**src/eid_pkg.sv**
```systemverilog
// Package: constants for the external interrupt edge detector
package eid_pkg;
  localparam int unsigned NUM_LINES    = 5;
  localparam int unsigned SYNC_STAGES  = 3;
  // Line indices
  localparam int unsigned LINE_ZERO    = 0;
  localparam int unsigned LINE_ONE     = 1;
  localparam int unsigned LINE_TWO     = 2;
  localparam int unsigned LINE_THREE   = 3;
  localparam int unsigned LINE_FOUR    = 4;
  // Bit positions of the edge selects inside the control register image
  localparam int unsigned CTRL_W       = 8;
  localparam int unsigned SEL_ZERO_BIT = 0;
  localparam int unsigned SEL_ONE_BIT  = 2;
  // Reset values
  localparam logic        PIN_IDLE     = 1'h1;
  localparam logic        FLAG_RESET   = 1'h0;
  // Line state machine codes
  typedef enum logic [1:0] {
    EID_ST_IDLE = 2'h1,
    EID_ST_PEND = 2'h2
  } eid_state_e;
endpackage : eid_pkg

```
**src/eid_top.sv**
```systemverilog
// Module: five-line external interrupt edge detector with wake-up
`timescale 1ns/1ns
// Contract
// line zero, select bit one: only falling edges request.
// line zero, select bit zero: rising and falling edges request.
// line one, select bit two one: only falling edges request.
// line one, select zero: rising and falling edges request.
// line two requests on falling edges only.
// line three requests on falling edges only.
// line one edges can wake from power-down without clock; here wake needs the sampling clock running.
// lines two and three falling edges wake from power-down without clock; here wake needs the sampling clock running.
// line four edges wake from power-down without clock; here wake needs the sampling clock running.
// line four requests on falling edges only.
// each edge sets a sticky pending flag until acknowledged or cleared.
// with clock running, pins are synchronised and samples compared.
module eid_top
  import eid_pkg::*;
(
  // Clock and reset
  input  wire logic                              clk,
  input  wire logic                              rst_n,
  // Interrupt pins
  input  wire logic                              ext_irq_line_zero,
  input  wire logic                              ext_irq_line_one,
  input  wire logic                              ext_irq_line_two,
  input  wire logic                              ext_irq_line_three,
  input  wire logic                              ext_irq_line_four,
  // Control register image, power-down and flag clearing
  input  wire logic [eid_pkg::CTRL_W-1:0]        timer_irq_control_reg,
  input  wire logic                              power_down,
  input  wire logic [eid_pkg::NUM_LINES-1:0]     irq_ack,
  input  wire logic [eid_pkg::NUM_LINES-1:0]     sw_clear,
  // Flags and wake
  output logic      [eid_pkg::NUM_LINES-1:0]     irq_pending,
  output logic                                   wake_req
);
  import eid_pkg::*;

  // Each pin runs through its own detector: three-stage sampler, edge
  // compare and a sticky flag. A pin pulse shorter than two clock cycles
  // may be missed, since a change counts only once two stages agree.
  // Wake-up relies on the sampling clock staying alive in power-down;
  // a fully stopped clock needs a pad-level latch outside this block.

  // Elaboration checks: the wiring below serves exactly these lines
  if (LINE_FOUR + 1 != NUM_LINES) begin : g_bad_index
    $error("eid_top: line indices do not cover all lines");
  end
  if (SEL_ZERO_BIT >= CTRL_W) begin : g_bad_sel_zero
    $error("eid_top: first edge select lies outside the control image");
  end
  if (SEL_ONE_BIT >= CTRL_W) begin : g_bad_sel_one
    $error("eid_top: second edge select lies outside the control image");
  end
  if (SYNC_STAGES != 3) begin : g_bad_sync
    $error("eid_top: the pin samplers need three stages");
  end

  // Pins as they arrive from the pads, one wire per line
  logic                 pin_zero;
  logic                 pin_one;
  logic                 pin_two;
  logic                 pin_three;
  logic                 pin_four;

  // Edge mode per line: high accepts rising and falling edges
  logic                 mode_zero;
  logic                 mode_one;
  logic                 mode_two;
  logic                 mode_three;
  logic                 mode_four;

  // Flag clears per line, from the core or from software
  logic                 clr_zero;
  logic                 clr_one;
  logic                 clr_two;
  logic                 clr_three;
  logic                 clr_four;

  // Sticky flags as held inside each line detector
  logic                 pend_zero;
  logic                 pend_one;
  logic                 pend_two;
  logic                 pend_three;
  logic                 pend_four;

  // One-cycle strobes for a qualifying edge on each line
  logic                 seen_zero;
  logic                 seen_one;
  logic                 seen_two;
  logic                 seen_three;
  logic                 seen_four;

  // Gathered vectors and the output registers
  logic [NUM_LINES-1:0] pend;
  logic [NUM_LINES-1:0] wake_src;
  logic                 wake_hit;
  logic [NUM_LINES-1:0] pend_q;
  logic                 wake_q;

  // Pin fan-out, each straight into its sampler
  assign pin_zero  = ext_irq_line_zero;
  assign pin_one   = ext_irq_line_one;
  assign pin_two   = ext_irq_line_two;
  assign pin_three = ext_irq_line_three;
  assign pin_four  = ext_irq_line_four;

  // Edge mode per line: only zero and one are selectable
  assign mode_zero  = !timer_irq_control_reg[SEL_ZERO_BIT]; // see R1
  assign mode_one   = !timer_irq_control_reg[SEL_ONE_BIT];  // see R3
  assign mode_two   = 1'h0;
  assign mode_three = 1'h0;
  assign mode_four  = 1'h0;

  // Acknowledge or software write clears the flag
  assign clr_zero  = irq_ack[LINE_ZERO]  | sw_clear[LINE_ZERO];
  assign clr_one   = irq_ack[LINE_ONE]   | sw_clear[LINE_ONE];
  assign clr_two   = irq_ack[LINE_TWO]   | sw_clear[LINE_TWO];
  assign clr_three = irq_ack[LINE_THREE] | sw_clear[LINE_THREE];
  assign clr_four  = irq_ack[LINE_FOUR]  | sw_clear[LINE_FOUR];

  // Line zero: edge mode follows the first select bit,
  // the flag clears on acknowledge or software write,
  // and it never requests a wake
  eid_line #(
    .STAGES    (SYNC_STAGES)
  ) u_line_zero (
    .clk       (clk),
    .rst_n     (rst_n),
    .pin       (pin_zero),
    .any_edge  (mode_zero),
    .clear     (clr_zero),
    .pending   (pend_zero),
    .edge_seen (seen_zero)
  );

  // Line one: edge mode follows the second select bit;
  // any accepted edge, falling or rising, may wake
  // the device while it sits in power-down
  eid_line #(
    .STAGES    (SYNC_STAGES)
  ) u_line_one (
    .clk       (clk),
    .rst_n     (rst_n),
    .pin       (pin_one),
    .any_edge  (mode_one),
    .clear     (clr_one),
    .pending   (pend_one),
    .edge_seen (seen_one)
  );

  // Line two: falling edges only, with no select;
  // a falling edge may wake the device
  // while it sits in power-down
  eid_line #(
    .STAGES    (SYNC_STAGES)
  ) u_line_two (
    .clk       (clk),
    .rst_n     (rst_n),
    .pin       (pin_two),
    .any_edge  (mode_two),
    .clear     (clr_two),
    .pending   (pend_two),
    .edge_seen (seen_two)
  );

  // Line three: falling edges only, with no select;
  // a falling edge may wake the device
  // while it sits in power-down
  eid_line #(
    .STAGES    (SYNC_STAGES)
  ) u_line_three (
    .clk       (clk),
    .rst_n     (rst_n),
    .pin       (pin_three),
    .any_edge  (mode_three),
    .clear     (clr_three),
    .pending   (pend_three),
    .edge_seen (seen_three)
  );

  // Line four: falling edges only, with no select;
  // a falling edge may wake the device
  // while it sits in power-down
  eid_line #(
    .STAGES    (SYNC_STAGES)
  ) u_line_four (
    .clk       (clk),
    .rst_n     (rst_n),
    .pin       (pin_four),
    .any_edge  (mode_four),
    .clear     (clr_four),
    .pending   (pend_four),
    .edge_seen (seen_four)
  );

  // Flags gathered in line order
  assign pend = {pend_four, pend_three, pend_two, pend_one, pend_zero};

  // Wake sources: lines one to four; line zero is left out on purpose
  assign wake_src = {seen_four, seen_three, seen_two, seen_one, 1'h0}; // see R7 see R8
  assign wake_hit = power_down && (|wake_src);                          // see R7 see R8

  // Registered flags for the core
  always_ff @(posedge clk) begin
    if (!rst_n) pend_q <= {NUM_LINES{FLAG_RESET}};
    else        pend_q <= pend;
  end

  // Wake request, one cycle per accepted edge on lines one to four in power-down; the sampler
  // clock is assumed to stay alive while the device sleeps
  always_ff @(posedge clk) begin
    if (!rst_n) wake_q <= FLAG_RESET;
    else        wake_q <= wake_hit;
  end

  // Outputs straight from the registers
  assign irq_pending = pend_q;
  assign wake_req    = wake_q;
endmodule : eid_top

```
**src/eid_line.sv**
```systemverilog
// Module: one interrupt line, synchroniser, edge detector and pending flag
`timescale 1ns/1ns
module eid_line
  import eid_pkg::*;
#(
  parameter int unsigned STAGES = eid_pkg::SYNC_STAGES
) (
  // Clock and reset
  input  wire logic clk,
  input  wire logic rst_n,
  // Pin and mode
  input  wire logic pin,
  input  wire logic any_edge,
  // Flag control
  input  wire logic clear,
  output logic      pending,
  output logic      edge_seen
);
  import eid_pkg::*;

  initial begin
    if (STAGES != 3) $error("eid_line: STAGES must be 3");
  end

  logic [STAGES-1:0] sync_q;
  logic              level_q;
  eid_state_e        state_q;
  eid_state_e        state_d;

  // Agreement of last two stages gives a stable level; stage 0 feeds only stage 1
  wire stable    = (sync_q[1] == sync_q[2]);
  wire new_level = sync_q[2];
  wire fall      = stable && level_q && !new_level;
  wire rise      = stable && !level_q && new_level;
  wire hit       = fall || (any_edge && rise);

  // Pin synchroniser and last accepted level
  always_ff @(posedge clk) begin
    if (!rst_n) begin
      sync_q  <= {STAGES{PIN_IDLE}};
      level_q <= PIN_IDLE;
    end else begin
      sync_q  <= {sync_q[STAGES-2:0], pin};
      if (stable) level_q <= new_level;
    end
  end

  // Pending flag; a new edge wins over a clear in the same cycle
  always_comb begin
    state_d = state_q;
    case (state_q)
      EID_ST_IDLE: if (hit) state_d = EID_ST_PEND;
      EID_ST_PEND: if (clear && !hit) state_d = EID_ST_IDLE;
      default:     state_d = EID_ST_IDLE;
    endcase
  end

  always_ff @(posedge clk) begin
    if (!rst_n) state_q <= EID_ST_IDLE;
    else        state_q <= state_d;
  end

  assign pending   = (state_q == EID_ST_PEND);
  assign edge_seen = hit;
endmodule : eid_line

```
**config.mk**
```make
export PLATFORM = sky130hd
export DESIGN_NAME = eid_top
export DESIGN_NICKNAME = d
export VERILOG_FILES = /design/src/eid_pkg.sv /design/src/eid_top.sv /design/src/eid_line.sv
export SDC_FILE = /design/constraint.sdc
export NUM_CORES = 1
export LEC_CHECK = 0
export ABC_AREA = 0
export BUFFER_PORTS_ARGS = -buffer_cell sky130_fd_sc_hd__buf_2
export CAP_MARGIN = 5
export CORE_MARGIN = 3
export CORE_UTILIZATION = 45
export CTS_CLUSTER_DIAMETER = 80
export DETAILED_ROUTE_END_ITERATION = 8
export GPL_TIMING_DRIVEN = 1
export PLACE_DENSITY = 0.72
export SLEW_MARGIN = 20
export SYNTH_ARGS = -nofsm -noshare
export SYNTH_HDL_FRONTEND = slang
export SYNTH_SLANG_ARGS = --single-unit
```
**constraint.sdc**
```tcl
create_clock -name clk -period 1.05 [get_ports clk]
set_clock_uncertainty 0.05 [all_clocks]
set_input_delay 0.1575 -clock clk [delete_from_list [all_inputs] [get_ports clk]]
set_output_delay 0.1575 -clock clk [all_outputs]
set_load 0.03 [all_outputs]
```
Word level (Yosys, flattened, before mapping)
Cells that the tools add are included.
- add/sub/neg operators: 0
- multiply operators: 0
- divide/modulo/power cells: 0
- magnitude comparators: 0
- equal/unequal tests: 25
- shifts and indexed selects: 0
- multiplexer cells: 15
- bitwise logic cells: 5
- reduce and logical (&&, ||, !) cells: 44
- operators with widths (cell ; number):
    $logic_and 1x1->1 ; 22
    $mux 2 ; 10
    $ne 2x1->1 const B ; 10
    $pmux 2 s2 ; 5
    $logic_not 1->1 ; 14
    $eq 2x1->1 const B ; 5
    $eq 2x2->1 const B ; 5
    $reduce_and 2->1 ; 5
    $eq 1x1->1 ; 5
    $or 1x1->1 ; 5
    $reduce_or 4->1 ; 1
    $logic_or 1x1->1 ; 2
- register bits: 36
- latch bits: 0
- RAM bits: 0
- bits in read-only memories: 0
- output and inout port bits: 6
- word-level logic and storage cells: 106
- memories: 0

Logic depth before layout (Yosys ltp)
Gate-level depths: netlist of run 1.
- depth in word-level cells: 9
- depth in mapped cells: 3
- depth with buffers taken out: 3

Hierarchy
A second synthesis of run 1 with hierarchy kept.
- cells, all modules: 122
- area total of the unflattened synthesis: 1290.0 µm²
- modules (own cells, without submodules) (module ; instances ; cells each ; area each (µm²) ; seq. area each (µm²)):
    eid_line ; 5 ; 20 ; 215.2 ; 120.1
    eid_top ; 1 ; 22 ; 214.0 ; 120.1

Least setup slack after synthesis of run 1
No wires, ideal clock.
- path kind: reg2reg
- start point: reg u_line_four.level_q
- end point: reg u_line_four.state_q[0]
- setup time: 0.133 ns
- data arrival time: 0.977 ns
- slack: -0.110 ns
- stages on the path, launching flop included: 4
- path buffers: 0
- clock period less this slack: 1.160 ns
- cell sequence: dfxtp_1 > or3b_4 > nor3b_2 > o21ai_0
- cells in the longest elaborated chain, start to end: 6
- RTL lines (item ; line ; source):
    start: declaration ; eid_line.sv:26 ; logic level_q;
    start signal: assignment ; eid_line.sv:44 ; if (stable) level_q <= new_level;
    $logic_and 1x1->1 (*) (2 in series) ; eid_line.sv:33 ; wire fall = stable && level_q && !new_level;
    $logic_not 1->1 ; eid_line.sv:53 ; EID_ST_PEND: if (clear && !hit) state_d = EID_ST_IDLE;
    $logic_and 1x1->1 ; eid_line.sv:53 ;
    $ne 2x1->1 (no line) ; -- ;
    $reduce_and 2->1 (no line) (*) ; -- ;
    end signal: assignment ; eid_line.sv:60 ; else state_q <= state_d;
    end: declaration ; eid_line.sv:27 ; eid_state_e state_q;
Mark *: on every way between the ends. The rest lies on a longest branch, timed or not.
A chain may end at the register's enable or synchronous reset.

Final worst setup path of run 1
- start point: reg u_line_two.sync_q[1]
- end point: reg u_line_two.state_q[0]
- cells in the longest elaborated chain, start to end: 7
- RTL lines (item ; line ; source):
    start: declaration ; eid_line.sv:25 ; logic [STAGES-1:0] sync_q;
    start signal: assignment ; eid_line.sv:40 ; sync_q <= {STAGES{PIN_IDLE}};
    start signal: assignment ; eid_line.sv:43 ; sync_q <= {sync_q[STAGES-2:0], pin};
    $eq 1x1->1 (*) ; eid_line.sv:31 ; wire stable = (sync_q[1] == sync_q[2]);
    $logic_and 1x1->1 (*) (2 in series) ; eid_line.sv:33 ;
    $logic_not 1->1 ; eid_line.sv:53 ;
    $logic_and 1x1->1 ; eid_line.sv:53 ;
    $ne 2x1->1 (no line) ; -- ;
    $reduce_and 2->1 (no line) (*) ; -- ;
    end signal: assignment ; eid_line.sv:60 ;
    end: declaration ; eid_line.sv:27 ;
Marks and branches as above.

==> results of run 1 <==
[routing by layer]
metal	up-vias	part of all wire (%)
met3	6	5.9
met5	-	0
met4	0	1.5
li1	490	-
met1	429	42
met2	24	51
[final timing paths]
path                          from                    end  depth (start not counted)
min                          rst_n   u_line_one.sync_q[2]                          2
min reg2reg  u_line_four.sync_q[0]  u_line_four.sync_q[1]                          1
max           u_line_two.sync_q[1]  u_line_two.state_q[0]                          3
max reg2reg   u_line_two.sync_q[1]  u_line_two.state_q[0]                          3
[cells by family (layout without fill, tap and decap cells)]
logic type | Yosys count | in the layout | synth area share, %
and+or+nand+nor | 49 | 49 | 26.2
DFF | 36 | 36 | 59.0
AOI/OAI and AO/OA | 25 | 25 | 12.8
buffers and inverters | 6 | 53 | 1.95
[what timing repair did]
action	in CTS	in global routing
hold buffers	6	0
hold endpoints to repair	6	0
pin swaps	7	3
endpoints found under the setup margin	15	17
gates cloned	0	0
buffers inserted	4	1
gates resized for setup	21	25
[cell usage in the layout (no fill, tap or decap), drive strengths merged]
master and n:
o21a 3, o31a 1, nand3b 2, o22a 1
o31ai 1, and2 2, or3b 3, a41oi 1
o2111ai 1, nor3b 5, nor2b 2, buf 36
nand2 2, dfxtp 36, clkbuf 8, nand2b 16
or2 3, dlygate4sd3 6, inv 3, nor2 10
and4bb 2, o21ai 8, a21oi 6, o22ai 1
nor3 2, a21boi 2
[layout make-up]
type / count / area, sq um / share of cell area, %
Sequential cell: 36 / 751 / 43.9
Multi-Input combinational cell: 74 / 548 / 32.0
Timing Repair Buffer: 42 / 305 / 17.8
Clock buffer: 8 / 58.8 / 3.44
Tap cell: 30 / 37.5 / 2.19
Inverter: 3 / 11.3 / 0.658
[power groups by stage]
stage / logic [uW] / registers [uW] / clock network, uW
floorplan: 48.8 / 1430 / 0
global placement: 95.2 / 1430 / 0
detailed placement: 99.1 / 1430 / 0
CTS: 125 / 1410 / 774
global route: 145 / 1410 / 840
finish: 131 / 1400 / 734
[sequential cells by signal (all words and copies together), names as in the netlist, 2 cells and up]
register,count
u_line_two.sync_q,3
u_line_four.sync_q,3
irq_pending,5
u_line_three.state_q,2
u_line_zero.state_q,2
u_line_three.sync_q,3
u_line_two.state_q,2
u_line_one.state_q,2
u_line_zero.sync_q,3
u_line_four.state_q,2
u_line_one.sync_q,3
[per-stage QoR]
| step | util (%) | power (uW) | hold slack (ps) |
|---|---|---|---|
| 5_1_grt | 67.9 | 2390 | 33.8 |
| 6_report | 67.9 | 2270 | 56.2 |
| 3_3_place_gp | 56.5 | 1530 | 287 |
| 2_1_floorplan | - | 1480 | 181 |
| 4_1_cts | 64.5 | 2300 | 40.7 |
| 3_5_place_dp | 56.5 | 1530 | 291 |
==> impl_metrics.csv, run 1 <==
group,metric,value,unit
timing,finalWorstSetupSlack,-127,ps
floorplanning,die_y,58.1,um
pwr,power.internal,1800,uW
layout,final_layout_size_suffix_gt1_share,49.7,%
pwr,p_comb_share,5.8,%
pwr,p_leak,0.000656,uW
timing,finalHoldViolCount,0,
critical_path,critical-path-slowest-cell,"or3b_4",
critical_path,crit_family,"simple AND/OR/NAND/NOR gates",
logic_synthesis,synth_most_common_cell,"dfxtp_1",
drt,antenna_left,0,
pwr,p_seq_share,61.9,%
placed_design,gp_congestion,0.661,
run,cap_violations,0,
global_routing,first_global_vias,902,
pwr,vdd_ir_drop_max,1200,uV
floorplanning,die_x,58.1,um
critical_path,end_kind,"flop",
logic_synthesis,netlist_instances,116,
global_routing,grt_pass1_wl,3520,um
clock_network,cts_tree,"done",
floorplanning,start_util,48.4,%
critical_path,criticalPathCategory,"flop to flop",
clock_network,clk_latency,330,ps
drt,drt_iter0_markers,14,
pwr,clkPwrFrac,32.3,%
clock_network,cts_root_buffer,"clkbuf_4",
timing,min_period,1180,ps
clock_network,path_clk_slew,100,ps
critical_path,crit_arrival,1350,ps
logic_synthesis,avgSynthCellArea,10.5,sq um
timing,finalSetupTns,-859,ps
placed_design,dp.cells,174,
clock_network,clk_path_buf_depth,2,
global_routing,grt_max_degree,16,
critical_path,crit_fanout,3,
floorplanning,core_area,2520,sq um
logic_synthesis,synthesis.area,1220,sq um
logic_synthesis,yosys_warnings,0,
timing,fin_crit_sh,112,%
logic_synthesis,synth_edf_count,0,
logic_synthesis,ys_ff_latch,36,
global_routing,overflow,0,
timing,rsz0062_at_grt,"yes",
min_path,min_path_type,"primary input to flop",
floorplanning,dieArea,3380,sq um
logic_synthesis,yosysTopAreaCellShare,59.0,%
placed_design,place_ws,-126,ps
pwr,power_density,1330,nW/um^2
logic_synthesis,synth.area.top_cells,"dfxtp_1 (59%), nand2b_1 (8.2%), o21ai_0 (3.3%)",
logic_synthesis,yosysUniqueCellTypes,28,
global_routing,use_met3,6.68,%
global_routing,grtUsageTotal,14.2,%
timing,fmax,850,MHz
global_routing,top_usage_layer,"met2",
drt,first_pass_iters,3,
critical_path,start_kind,"flop",
critical_path,cpPeakStageDelay,420,ps
layout,fin_nets,188,
pwr,switching_share,20.7,%
layout,fin_cells,193,
drt,wl_per_cell,11.9,um
layout,fill_cells,200,
drt,drc,0,
global_routing,met1_usage,14.9,%
pwr,switchingPower,470,uW
logic_synthesis,synthArstFlopShare,0,%
drt,wirelength,2300,um
run_status,status,"finished with violations",
layout,syn2layout_area_growth,40.2,%
drt,viasPerCell,4.92,
clock_network,cts_buffers,5,
logic_synthesis,syn-num-nets,142,
timing,setup_viol,10,
logic_synthesis,synth_flop_cell,"dfxtp_1",
critical_path,critPathBufInv,0,
critical_path,ff2ff_setup_slack,-130,ps
floorplanning,rows,18,
timing,tightest_slew,289,ps
layout,insertedDiodeCount,0,
global_routing,grt.met2_usage,23.9,%
layout,fin_area,1710,sq um
run_status,violations,"setup timing",
critical_path,path_cells,"or3b_4 -> nor3b_4 -> o21ai_1",
placed_design,placed_area,1430,sq um
floorplanning,io-pin-count,32,
logic_synthesis,synth_common_cells,"dfxtp_1 (36), nand2b_1 (16), nor2_1 (10)",
placed_design,dp_hpwl,1460,um
critical_path,worstPathRequired,1220,ps
global_routing,antenna_found_initial,0,
logic_synthesis,yosysTopAreaCell,"dfxtp_1",
clock_network,cts_max_level,2,
timing,slew_headroom,80.7,%
clock_network,cts_sinks,36,
logic_synthesis,seq_area_frac_synth,59.0,%
timing,slew_viol_final,0,
drt,vias,949,
placed_design,port_buffers,25,
Note: power is estimated with default switching activity, not from simulation.
==> run 2: changes to the inputs <==
- PLACE_DENSITY: 0.72 -> 0.7
- clock period: 1.05 -> 1.15 ns (I/O delays scaled with it)
==> run 2 against run 1 <==
Net effect:
- the flow still finishes with violations (setup timing)
- routed wire length decreased by 3.9%
- count of clock-buffer cells in the layout is 1 lower
- utilization is 4.0 points lower
- register-to-register slack improved by 60 ps
- worst setup slack improved by 58 ps
- via count down 2.3%
- design area is 5.8% lower
- critical path type unchanged
- critical endpoint unchanged
- largest power group unchanged
==> impl_metrics.csv, run 2 (synthesis gave the netlist of run 1 again) <==
group,metric,value,unit
floorplanning,rows,18,
timing,fin_crit_sh,106,%
critical_path,critPathBufInv,0,
drt,vias,927,
pwr,vdd_ir_drop_max,943,uV
global_routing,grt.met2_usage,26.0,%
layout,syn2layout_area_growth,32.0,%
layout,largest_reg_flops,5,
timing,holdWs,14.2,ps
critical_path,cpPeakStageDelay,430,ps
clock_network,cts_buffers,5,
clock_network,cts_tree,"done",
floorplanning,die_y,58.1,um
pwr,p_comb_share,5.1,%
critical_path,reg2reg_depth,3,
critical_path,worstPathRequired,1320,ps
placed_design,port_buffers,25,
critical_path,crit_arrival,1390,ps
global_routing,grt_max_degree,17,
drt,viasPerCell,4.98,
timing,fmax,820,MHz
floorplanning,dieArea,3380,sq um
timing,min_period,1220,ps
layout,fill_cells,222,
pwr,power.internal,1680,uW
layout,fin_nets,182,
floorplanning,io-pin-count,32,
pwr,p_leak,0.000629,uW
layout,mostFrequentLayoutCells,"buf_2 (25), dfxtp_1 (23), nand2b_1 (16)",
floorplanning,core_area,2520,sq um
timing,rsz0062_at_grt,"yes",
critical_path,critical-path-slowest-cell,"or3b_4",
layout,layout_commonest_cell,"buf_2",
layout,final_layout_size_suffix_gt1_share,43.6,%
drt,wl_per_cell,11.9,um
floorplanning,die_x,58.1,um
pwr,switching_share,21.1,%
clock_network,path_clk_slew,100,ps
global_routing,grt_pass1_wl,3590,um
floorplanning,start_util,48.4,%
global_routing,grtUsageTotal,14.5,%
critical_path,start_kind,"flop",
min_path,min_path_type,"primary input to flop",
placed_design,dp_hpwl,1490,um
critical_path,cp.depth,3,
layout,register_area,739,sq um
timing,tightest_slew,318,ps
clock_network,clk_path_buf_depth,2,
timing,finalWorstSetupSlack,-68.9,ps
global_routing,top_usage_layer,"met2",
global_routing,use_met3,6.90,%
clock_network,cts_root_buffer,"clkbuf_4",
drt,wirelength,2210,um
run,cap_violations,0,
critical_path,path_cells,"or3b_4 -> nor3b_4 -> o21ai_1",
layout,multi_input_area,538,sq um
timing,slew_headroom,78.8,%
timing,slew_viol_final,0,
pwr,power_density,1320,nW/um^2
drt,drc,0,
timing,finalHoldViolCount,0,
global_routing,met1_usage,13.8,%
drt,antenna_left,0,
critical_path,crit_fanout,3,
pwr,switchingPower,449,uW
clock_network,clk_latency,330,ps
min_path,min_path_cells,3,
global_routing,first_global_vias,904,
global_routing,antenna_found_initial,0,
critical_path,crit_family,"simple AND/OR/NAND/NOR gates",
pwr,clkPwrFrac,34.7,%
clock_network,cts_sinks,36,
run_status,status,"finished with violations",
pwr,p_seq_share,60.2,%
drt,drt_iter0_markers,10,
timing,setup_viol,6,
run_status,violations,"setup timing",
drt,first_pass_iters,4,
layout,insertedDiodeCount,0,
global_routing,overflow,0,
layout,fin_util,63.9,%
clock_network,cts_max_level,2,
placed_design,gp_congestion,0.631,
critical_path,criticalPathCategory,"flop to flop",
critical_path,end_kind,"flop",
[run 2: path summary, 6_finish.rpt]
| kind | slack, ps | end | start |
|---|---|---|---|
| max | -70 | u_line_two.state_q[0] | u_line_two.sync_q[2] |
| min | 10 | wake_req | power_down |
| max reg2reg | -70 | u_line_two.state_q[0] | u_line_two.sync_q[2] |
| min reg2reg | 370 | u_line_zero.sync_q[1] | u_line_zero.sync_q[0] |
[run 2: cell type report]
class	count	share of cell area, %
well taps	30	2.33
inverters	3	0.699
repair buffers	36	13.7
flip-flops and latches	36	45.9
clock buffers	7	4.04
multi-input cells	74	33.4
[run 2: stage by stage]
stage	total power (uW)	setup TNS, ps	std cells	cell area, sq um	setup WS (ps)
2_1_floorplan	1350	0	116	1220	7.92
3_3_place_gp	1390	-31.6	173	1410	-20.5
3_5_place_dp	1400	-245	173	1410	-64.5
4_1_cts	2150	-277	186	1570	-86.3
5_1_grt	2230	-443	186	1610	-121
6_report	2130	-167	186	1610	-68.9
[run 2: per-layer routing]
metal	vias to the layer above	wire length, um
met5	-	0
met4	0	46
met3	5	163
met2	23	1040
met1	425	961
li1	474	-
[run 2: timing repair]
action / 4_1_cts / 5_1_grt
hold buffers: 5 / 0
endpoints found under the hold margin: 5 / 0
setup buffers: 1 / 0
gates cloned: 0 / 0
setup endpoints to repair: 10 / 11
gates resized for setup: 16 / 14
pin swaps: 6 / 6
[run 2: worst reg2reg max path, stage by stage (launching register included)]
cell and delay [ps]:
dfxtp_2 330, or3b_4 430, nor3b_4 210, o21ai_1 90
[run 2: power groups by stage]
stage               Sequential (uW)  Clock (uW)  Combinational (uW)
global placement               1310           0                83.9
global route                   1290         820                 123
detailed placement             1310           0                87.6
floorplan                      1310           0                43.9
CTS                            1280         760                 106
finish                         1280         739                 110
